==> src/hdl/bit_flag_shift_pkg.sv <==
// Functional notes
// (RULE1) Toggle op: byte XOR into memory, two cycles.
// (RULE2) Rotate left through carry, flags, one cycle.
// (RULE3) Rotate right through carry, flags, one cycle.
// (RULE4) I/O bit set, one cycle, flags kept.
// (RULE5) I/O bit clear, one cycle, flags kept.
// (RULE6) Register bit copied into transfer flag.
// (RULE7) Transfer flag copied into register bit.
// (RULE8) Set overflow flag only, one cycle.
// (RULE9) Clear overflow flag only, one cycle.
// (RULE10) Set half carry flag only, one cycle.
// (RULE11) Clear half carry flag only, one cycle.
// (RULE12) Set sign test flag only, one cycle.
// (RULE13) Clear sign test flag only, one cycle.
// (RULE14) Cycle counts hold for internal memory only.
// (RULE15) Internal SRAM access adds one cycle.
// (RULE16) Logical, arithmetic shifts and nibble swap.
// (RULE17) Other flag ops and control ops: one cycle.
package bit_flag_shift_pkg;

  // Register byte offsets on the APB bus.
  localparam int unsigned APB_AW = 8;
  localparam logic [7:0] OFF_CMD       = 8'h00;
  localparam logic [7:0] OFF_OPERAND   = 8'h04;
  localparam logic [7:0] OFF_STATUS    = 8'h08;
  localparam logic [7:0] OFF_ZPTR      = 8'h0C;
  localparam logic [7:0] OFF_MEM_DATA  = 8'h10;
  localparam logic [7:0] OFF_IO_ADDR   = 8'h14;
  localparam logic [7:0] OFF_IO_DATA   = 8'h18;
  localparam logic [7:0] OFF_EXEC_STAT = 8'h1C;

  // Bit positions of the status word flags.
  localparam int unsigned FLAG_C = 0;
  localparam int unsigned FLAG_Z = 1;
  localparam int unsigned FLAG_N = 2;
  localparam int unsigned FLAG_V = 3;
  localparam int unsigned FLAG_S = 4;
  localparam int unsigned FLAG_H = 5;
  localparam int unsigned FLAG_T = 6;
  localparam int unsigned FLAG_I = 7;

  // Reset values.
  localparam logic [7:0]  STATUS_RESET  = 8'h00;
  localparam logic [7:0]  OPERAND_RESET = 8'h00;
  localparam logic [15:0] ZPTR_RESET    = 16'h0000;

  // Cycle counts of the executed operations.
  localparam logic [3:0] CYC_SINGLE      = 4'h1;
  localparam logic [3:0] CYC_TOGGLE_BASE = 4'h2;
  localparam logic [3:0] CYC_SRAM_EXTRA  = 4'h1;

  // Operation codes written to the command register.
  typedef enum logic [4:0] {
    OP_NOP, OP_TOGGLE_RAM, OP_SHL_LOG, OP_SHR_LOG, OP_ROT_LEFT,
    OP_ROT_RIGHT, OP_SHR_ARITH, OP_SWAP, OP_IO_SET, OP_IO_CLR,
    OP_TO_TBIT, OP_FROM_TBIT, OP_FLAG_SET, OP_FLAG_CLR, OP_SET_OVF,
    OP_CLR_OVF, OP_SET_HALF, OP_CLR_HALF, OP_SET_SIGN, OP_CLR_SIGN,
    OP_BREAK, OP_SLEEP, OP_WDR
  } op_e;

  // Command register layout: bit select above the operation code.
  typedef struct packed {
    logic [2:0] bit_sel;
    op_e        op;
  } cmd_s;

  // Result of one shift unit pass: new operand and new status word.
  typedef struct packed {
    logic [7:0] res;
    logic [7:0] sw;
  } shift_s;

endpackage

==> src/hdl/bit_flag_shift_ops.sv <==
`timescale 1ns/1ps
`default_nettype none
module bit_flag_shift_ops #(
  parameter int unsigned MEM_DEPTH = 256,
  parameter int unsigned IO_DEPTH  = 32
) (
  input  wire logic                                  MCLK_I,
  input  wire logic                                  RESET_I,
  input  wire logic                                  CE_I,
  input  wire logic                                  PSEL_I,
  input  wire logic                                  PENABLE_I,
  input  wire logic                                  PWRITE_I,
  input  wire logic [bit_flag_shift_pkg::APB_AW-1:0] PADDR_I,
  input  wire logic [31:0]                           PWDATA_I,
  output var  logic [31:0]                           PRDATA_O,
  output var  logic                                  PREADY_O,
  output var  logic                                  PSLVERR_O,
  output var  logic                                  BUSY_O,
  output var  logic                                  BREAK_O,
  output var  logic                                  SLEEP_O,
  output var  logic                                  WDT_CLEAR_O
);
  import bit_flag_shift_pkg::*;

  localparam int unsigned MEM_AW = $clog2(MEM_DEPTH);
  localparam int unsigned IO_AW  = $clog2(IO_DEPTH);

  // Refuse sizes that the 16-bit pointer and 8-bit fields cannot address.
  if (MEM_DEPTH < 2 || MEM_DEPTH > 65536 || (1 << MEM_AW) != MEM_DEPTH)
    $error("MEM_DEPTH must be a power of two from 2 to 65536.");
  if (IO_DEPTH < 2 || IO_DEPTH > 256 || (1 << IO_AW) != IO_DEPTH)
    $error("IO_DEPTH must be a power of two from 2 to 256.");

  typedef enum {ST_IDLE, ST_EXEC} core_e;

  // True for every word offset that holds a register.
  function automatic logic is_mapped(input logic [APB_AW-1:0] a);
    is_mapped = (a == OFF_CMD) || (a == OFF_OPERAND) ||
                (a == OFF_STATUS) || (a == OFF_ZPTR) ||
                (a == OFF_MEM_DATA) || (a == OFF_IO_ADDR) ||
                (a == OFF_IO_DATA) || (a == OFF_EXEC_STAT);
  endfunction

  // Shift and rotate unit; flags follow the usual arithmetic rules.
  function automatic shift_s shift_exec(input op_e op,
                                        input logic [7:0] a,
                                        input logic [7:0] sw);
    shift_s     o;
    logic       cout;
    o.sw = sw;
    cout = a[0];
    case (op)
      OP_SHL_LOG:
      begin
        o.res = {a[6:0], 1'b0};                     // RULE16
        cout  = a[7];
      end
      OP_ROT_LEFT:
      begin
        o.res = {a[6:0], sw[FLAG_C]};               // RULE2
        cout  = a[7];
      end
      OP_SHR_LOG:   o.res = {1'b0, a[7:1]};         // RULE16
      OP_ROT_RIGHT: o.res = {sw[FLAG_C], a[7:1]};   // RULE3
      OP_SHR_ARITH: o.res = {a[7], a[7:1]};         // RULE16
      default: o.res = a;
    endcase
    // Only the left moves touch half carry; it takes old bit 3.
    if (op == OP_SHL_LOG || op == OP_ROT_LEFT)
      o.sw[FLAG_H] = a[3];                          // RULE2
    o.sw[FLAG_C] = cout;
    o.sw[FLAG_Z] = (o.res == 8'h00);
    o.sw[FLAG_N] = o.res[7];
    o.sw[FLAG_V] = o.res[7] ^ cout;                 // RULE3
    o.sw[FLAG_S] = o.res[7] ^ o.sw[FLAG_V];
    return o;
  endfunction

  // Bus answer registers.
  logic        pready_q, pready_d;
  logic        pslverr_q, pslverr_d;
  logic [31:0] prdata_q, prdata_d;
  logic        wr_fire;            // An accepted write, not a refused one, commits at this edge.

  // Core state.
  core_e         state_q, state_d;
  cmd_s          cmd_q, cmd_d;     // Command under execution.
  logic [3:0]    cnt_q, cnt_d;     // Cycles left in execution.
  logic [3:0]    last_q, last_d;   // Cycle count of the latest command.
  logic [7:0]    opnd_q, opnd_d;   // Working register.
  logic [7:0]    sw_q, sw_d;       // Status word.
  logic [15:0]   zptr_q, zptr_d;   // Pointer into data memory.
  logic [7:0]    ioa_q, ioa_d;     // I/O register address.
  logic          busy_q, busy_d;
  logic          brk_q, brk_d;
  logic          slp_q, slp_d;
  logic          wdr_q, wdr_d;

  // Internal data memory and I/O register space.
  logic [7:0]        mem_q [MEM_DEPTH];
  logic [7:0]        io_q  [IO_DEPTH];
  logic              mem_we, io_we;
  logic [7:0]        mem_wdata, io_wdata;
  logic [MEM_AW-1:0] mem_idx;
  logic [IO_AW-1:0]  io_idx;
  logic [7:0]        mem_rd, io_rd;
  shift_s            sh;

  assign mem_idx = zptr_q[MEM_AW-1:0];
  assign io_idx  = ioa_q[IO_AW-1:0];
  assign mem_rd  = mem_q[mem_idx];
  assign io_rd   = io_q[io_idx];
  assign sh      = shift_exec(cmd_q.op, opnd_q, sw_q);
  assign wr_fire = PSEL_I & PENABLE_I & pready_q & PWRITE_I & ~pslverr_q;

  // Bus answer: one wait state, then ready with data and error.
  // Writes while busy are refused so memory stays stable during a
  // multi-cycle command.
  always_comb
  begin
    pready_d  = PSEL_I & PENABLE_I & ~pready_q;
    pslverr_d = 1'b0;
    prdata_d  = 32'h0000_0000;
    if (pready_d)
    begin
      pslverr_d = ~is_mapped(PADDR_I) | (PWRITE_I & busy_q);
      case (PADDR_I)
        OFF_CMD:       prdata_d[7:0] = cmd_q;
        OFF_OPERAND:   prdata_d[7:0] = opnd_q;
        OFF_STATUS:    prdata_d[7:0] = sw_q;
        OFF_ZPTR:      prdata_d[15:0] = zptr_q;
        OFF_MEM_DATA:  prdata_d[7:0] = mem_rd;
        OFF_IO_ADDR:   prdata_d[7:0] = ioa_q;
        OFF_IO_DATA:   prdata_d[7:0] = io_rd;
        OFF_EXEC_STAT: prdata_d[4:0] = {busy_q, last_q};
        default:       prdata_d = 32'h0000_0000;
      endcase
    end
  end

  // Bus answer registers.
  always_ff @(posedge MCLK_I)
  begin
    if (RESET_I)
    begin
      pready_q  <= 1'b0;
      pslverr_q <= 1'b0;
      prdata_q  <= 32'h0000_0000;
    end
    else if (CE_I)
    begin
      pready_q  <= pready_d;
      pslverr_q <= pslverr_d;
      prdata_q  <= prdata_d;
    end
  end

  // Core next state: register writes, command start and commit.
  always_comb
  begin
    state_d   = state_q;
    cmd_d     = cmd_q;
    cnt_d     = cnt_q;
    last_d    = last_q;
    opnd_d    = opnd_q;
    sw_d      = sw_q;
    zptr_d    = zptr_q;
    ioa_d     = ioa_q;
    brk_d     = 1'b0;
    slp_d     = 1'b0;
    wdr_d     = 1'b0;
    mem_we    = 1'b0;
    mem_wdata = 8'h00;
    io_we     = 1'b0;
    io_wdata  = 8'h00;
    if (wr_fire)
    begin
      case (PADDR_I)
        OFF_CMD:
        begin
          cmd_d   = cmd_s'(PWDATA_I[7:0]);
          state_d = ST_EXEC;
          // Only the toggle op touches memory; it is internal SRAM,
          // so its base count gains the extra cycle.
          if (cmd_d.op == OP_TOGGLE_RAM)
            cnt_d = CYC_TOGGLE_BASE + CYC_SRAM_EXTRA; // RULE14 RULE15
          else
            cnt_d = CYC_SINGLE;                     // RULE17
          last_d = cnt_d;
        end
        OFF_OPERAND: opnd_d = PWDATA_I[7:0];
        OFF_STATUS:  sw_d   = PWDATA_I[7:0];
        OFF_ZPTR:    zptr_d = PWDATA_I[15:0];
        OFF_MEM_DATA:
        begin
          mem_we    = 1'b1;
          mem_wdata = PWDATA_I[7:0];
        end
        OFF_IO_ADDR: ioa_d = PWDATA_I[7:0];
        OFF_IO_DATA:
        begin
          io_we    = 1'b1;
          io_wdata = PWDATA_I[7:0];
        end
        default: ;                                  // Execution status is read-only.
      endcase
    end
    else if (state_q == ST_EXEC)
    begin
      cnt_d = cnt_q - 4'h1;
      if (cnt_q == 4'h1)
      begin
        state_d = ST_IDLE;
        case (cmd_q.op)
          OP_TOGGLE_RAM:
          begin
            opnd_d    = mem_rd;                     // RULE1
            mem_we    = 1'b1;
            mem_wdata = opnd_q ^ mem_rd;            // RULE1
          end
          OP_SHL_LOG, OP_SHR_LOG, OP_ROT_LEFT, OP_ROT_RIGHT, OP_SHR_ARITH:
          begin
            opnd_d = sh.res;                        // RULE2 RULE3 RULE16
            sw_d   = sh.sw;
          end
          OP_SWAP: opnd_d = {opnd_q[3:0], opnd_q[7:4]}; // RULE16
          OP_IO_SET:
          begin
            io_we    = 1'b1;
            io_wdata = io_rd | (8'h01 << cmd_q.bit_sel); // RULE4
          end
          OP_IO_CLR:
          begin
            io_we    = 1'b1;
            io_wdata = io_rd & ~(8'h01 << cmd_q.bit_sel); // RULE5
          end
          OP_TO_TBIT: sw_d[FLAG_T] = opnd_q[cmd_q.bit_sel];   // RULE6
          OP_FROM_TBIT: opnd_d[cmd_q.bit_sel] = sw_q[FLAG_T]; // RULE7
          OP_FLAG_SET: sw_d[cmd_q.bit_sel] = 1'b1;       // RULE17
          OP_FLAG_CLR: sw_d[cmd_q.bit_sel] = 1'b0;       // RULE17
          OP_SET_OVF:  sw_d[FLAG_V] = 1'b1;         // RULE8
          OP_CLR_OVF:  sw_d[FLAG_V] = 1'b0;         // RULE9
          OP_SET_HALF: sw_d[FLAG_H] = 1'b1;         // RULE10
          OP_CLR_HALF: sw_d[FLAG_H] = 1'b0;         // RULE11
          OP_SET_SIGN: sw_d[FLAG_S] = 1'b1;         // RULE12
          OP_CLR_SIGN: sw_d[FLAG_S] = 1'b0;         // RULE13
          OP_BREAK: brk_d = 1'b1;                   // RULE17
          OP_SLEEP: slp_d = 1'b1;                   // RULE17
          OP_WDR:   wdr_d = 1'b1;                   // RULE17
          default: ;                                // No-op and unknown.
        endcase
      end
    end
    busy_d = (state_d == ST_EXEC);
  end

  // Core registers; the arrays hold no reset, like real SRAM.
  always_ff @(posedge MCLK_I)
  begin
    if (RESET_I)
    begin
      state_q <= ST_IDLE;
      cmd_q   <= cmd_s'(8'h00);
      cnt_q   <= 4'h0;
      last_q  <= 4'h0;
      opnd_q  <= OPERAND_RESET;
      sw_q    <= STATUS_RESET;
      zptr_q  <= ZPTR_RESET;
      ioa_q   <= 8'h00;
      busy_q  <= 1'b0;
      brk_q   <= 1'b0;
      slp_q   <= 1'b0;
      wdr_q   <= 1'b0;
    end
    else if (CE_I)
    begin
      state_q <= state_d;
      cmd_q   <= cmd_d;
      cnt_q   <= cnt_d;
      last_q  <= last_d;
      opnd_q  <= opnd_d;
      sw_q    <= sw_d;
      zptr_q  <= zptr_d;
      ioa_q   <= ioa_d;
      busy_q  <= busy_d;
      brk_q   <= brk_d;
      slp_q   <= slp_d;
      wdr_q   <= wdr_d;
    end
  end

  // Memory and I/O space writes.
  always_ff @(posedge MCLK_I)
  begin
    if (CE_I && !RESET_I)
    begin
      if (mem_we)
        mem_q[mem_idx] <= mem_wdata;
      if (io_we)
        io_q[io_idx] <= io_wdata;
    end
  end

  assign PRDATA_O    = prdata_q;
  assign PREADY_O    = pready_q;
  assign PSLVERR_O   = pslverr_q;
  assign BUSY_O      = busy_q;
  assign BREAK_O     = brk_q;
  assign SLEEP_O     = slp_q;
  assign WDT_CLEAR_O = wdr_q;

endmodule // bit_flag_shift_ops
`default_nettype wire

==> config.mk <==
export PLATFORM = sky130hd
export DESIGN_NAME = bit_flag_shift_ops
export DESIGN_NICKNAME = d
export VERILOG_FILES = /design/src/hdl/bit_flag_shift_pkg.sv /design/src/hdl/bit_flag_shift_ops.sv
export SDC_FILE = /design/constraint.sdc
export NUM_CORES = 2
export LEC_CHECK = 0
export BUFFER_PORTS_ARGS = -buffer_cell sky130_fd_sc_hd__buf_2
export CORE_MARGIN = 2
export CORE_UTILIZATION = 55
export DETAILED_ROUTE_END_ITERATION = 12
export PLACE_DENSITY = 0.74
export REMOVE_ABC_BUFFERS = 1
export SLEW_MARGIN = 20
export SYNTH_ARGS = -nofsm -noshare
export SYNTH_HDL_FRONTEND = slang
export SYNTH_SLANG_ARGS = --single-unit
==> constraint.sdc <==
create_clock -name MCLK_I -period 11.4 [get_ports MCLK_I]
set_input_delay 2.28 -clock MCLK_I [delete_from_list [all_inputs] [get_ports MCLK_I]]
set_output_delay 2.28 -clock MCLK_I [all_outputs]
set_load 0.02 [all_outputs]
==> results.md <==
- Outcome: complete, no violations
- Register area share after synthesis: 74.5%
- First DRT Iteration DRCs: 6649
- CTS resizes: 0
- Placed Instances: 7011
- Ranking of synthesized cells by area: edfxtp_1 (72%), mux4_2 (15%), dfxtp_1 (2.5%), nor2_1 (1.6%), mux2i_1 (1.6%)
- DRC viols: 0
- Yosys warnings: 0
- Fillers: 12.0k
- Setup WS post-layout: 4.08 ns
- Synth unique cells: 88
- CTS Buffer Depth: 3
- Top cell type by total area after synthesis: edfxtp_1
- Startpoint types: register
- Row Count: 153
- Fin crit period: 7.32 ns
- Tot Pwr: 16.8 mW
- Yosys top cell area share: 72.0%
- CTS HTree Levels: 4
- Commonest non-fill, non-tap cells in the layout: edfxtp_1 (2304), mux4_2 (620), nor2_1 (411), clkbuf_16 (223), nand2_1 (212)
- Starting density of the core: 55.3%
- Unrepaired setup endpoints after global routing: false
- # clock sinks: 2425
- Pins Over Slew Limit: 0
- Worst Path Arrival: 7.86 ns
- Num ports: 84
- Worst Tran Pin Value: 1.31 ns
- DR WL met3: 26300 um
- Worst IR Drop VDD: 146 uV
- Met1 wire length: 87500 um
- Detailed Route WL: 234000 um
- Pleak: 36.6 nW
- CTS tree: built
- Total track usage: 26.4%
- # Post-CTS Setup Buffers: 0
- Max Used Layer: met4
- CTS Hold Bufs: 0
- Vias in the first global route: 48.3k
- Post-detail-place hpwl: 136000 um
- Register bit total from synthesis: 2425
- Clock root cell: clkbuf_16
- Avg Cell Area, Syn: 19.9 um2
- CP endpoint kind: register
- Max FO, Critical Path: 92
- Initial antenna violation count: 3
- Non-Filler Instances: 7421
- Synth Instances: 4839
- Final net count: 4959
- Final Hold Violating Endpoints: 0
- Cts bufs inserted: 222
- Die ar.: 178000 um2
- Final Setup Violations: 0
- GRT overflow: 0
- Hold_sp: state_q[23]
- Worst Path Required: 11.94 ns
- Final period util: 64.2%
- Crit path kind: reg -> reg
- Routed Antenna Nets: 0
- # port buffers: 51
- F_max: 137 MHz
- Pin count of the biggest net entering global routing: 257
- Primary FF master, synth: edfxtp_1
- Vias per std cell: 6.58
- Routed vias: 48.8k
- Core area: 174000 um2
- Final core utilization: 60.7%
- Die W: 422 um
- MaxCap Viol Count: 0
- Layout area overhead: 9.80%
- Min-Delay Path Class: reg -> reg
- First-pass GRT wire length: 340000 um
- Setup TNS: 0 ns
- EDFF count, synth: 2304
- Commonest non-fill, non-tap cell in the layout: edfxtp_1
- Layout Skew: 0.0387 ns
- DRT Pass-1 Iters: 6
- Routed WL per cell: 31.6 um
- PD cells: 160 nW/um2
- Fraction of final layout cells with drive strength greater than 1: 22.8%
- Chip height: 422 um
- Met2 Wirelength: 110000 um
- Post-placement setup slack: 4.33 ns
- Clk slew on worst S/H paths: 0.06 ns
- Clk_lat worst skew: 0.86 ns
- Cell area after synthesis: 96100 um2
- Slew margin rel.: 12.3%
- RePlAce Congestion: 0.928
- Async set-or-reset flop fraction in the synthesized netlist: 0%
-- state kept, by name (all words and copies together), names as in the netlist, 7 cells and up, named ones only --
signal / flops
PRDATA_O: 16
ioa_q: 8
mem_q: 2048
io_q: 256
cmd_q: 8
sw_q: 7
opnd_q: 8
state_q: 32
zptr_q: 16
-- final cells by class --
class	count	area, um2	share of cell area [%]
well taps	2325	2910	2.76
flip-flops and latches	2425	71600	67.9
diodes	4	10.0	0.00948
clock buffers	276	5790	5.48
repair buffers	152	1210	1.14
multi-input cells	2092	22800	21.6
clock inverters	129	1180	1.12
inverters	18	68.8	0.0652
-- cell usage after synthesis, drive strengths merged (6+ instances only) --
master	number
a2111oi	8
a211oi	30
a21oi	85
a221oi	22
a22oi	31
a311oi	6
a31oi	27
a32oi	6
and2	44
and3	13
buf	184
clkbuf	135
dfxtp	121
edfxtp	2304
inv	18
mux2	28
mux2i	151
mux4	620
nand2	213
nand2b	15
nand3	47
nand4	14
nor2	415
nor2b	34
nor3	26
nor4	18
o211ai	19
o21ai	52
o221ai	11
o22ai	34
o311ai	7
or2	6
xnor2	6
-- routing by layer --
layer / up-vias / track usage [%]
met3: 528 / 5.85
met1: 25400 / 37.2
met2: 2967 / 40.3
li1: 19900 / -
met5: - / 0
met4: 0 / 11.0
-- cells by family (layout without fill, tap and decap cells) --
logic type	Yosys count	in the layout	share of synthesized area [%]
AND/OR/NAND/NOR	868	868	3.99
AO/OA/AOI/OAI	396	396	2.88
adder cells (fa/ha/maj)	2	2	0.0260
other	1	20	0.00390
multiplexers	799	799	16.4
XOR/XNOR	11	11	0.100
flip-flops	2425	2425	74.5
buffers and inverters	337	575	2.10
-- through the flow --
stage                     cell area (um2)  hold slack, ns
after CTS                          106000           0.452
final                              106000           0.455
after floorplan                     94300           0.419
after global routing               106000           0.465
after global placement              98600           0.442
after detailed placement            98600           0.443
-- worst max-delay path: stages (launching register included) --
cell     delay [ns]
dfxtp_4        0.69
buf_12         0.51
buf_4          0.67
mux4_2         0.37
mux4_2         0.26
nor2_1         0.06
nor4_1         0.97
o22ai_1        0.46
a31oi_2        0.55
xnor2_1        0.18
o22ai_4        0.50
buf_4          0.83
buf_4          0.62
-- power by group --
part	switching, mW	leakage [nW]	internal, mW	total, mW
clock	3.19	3.38	4.02	7.21
sequential	0.000299	26.7	9.59	9.59
combinational	0.0296	6.48	0.00802	0.0376
total	3.22	36.6	13.6	16.8
-- worst paths after layout --
kind	end	slack, ns	depth (start not counted)
setup / recovery	mem_q[11][7]	4.08	12
hold / removal	state_q[23]	0.45	1
setup reg to reg	mem_q[11][7]	4.08	12
hold reg to reg	state_q[23]	0.45	1
Note: power is estimated with default switching activity, not from simulation.
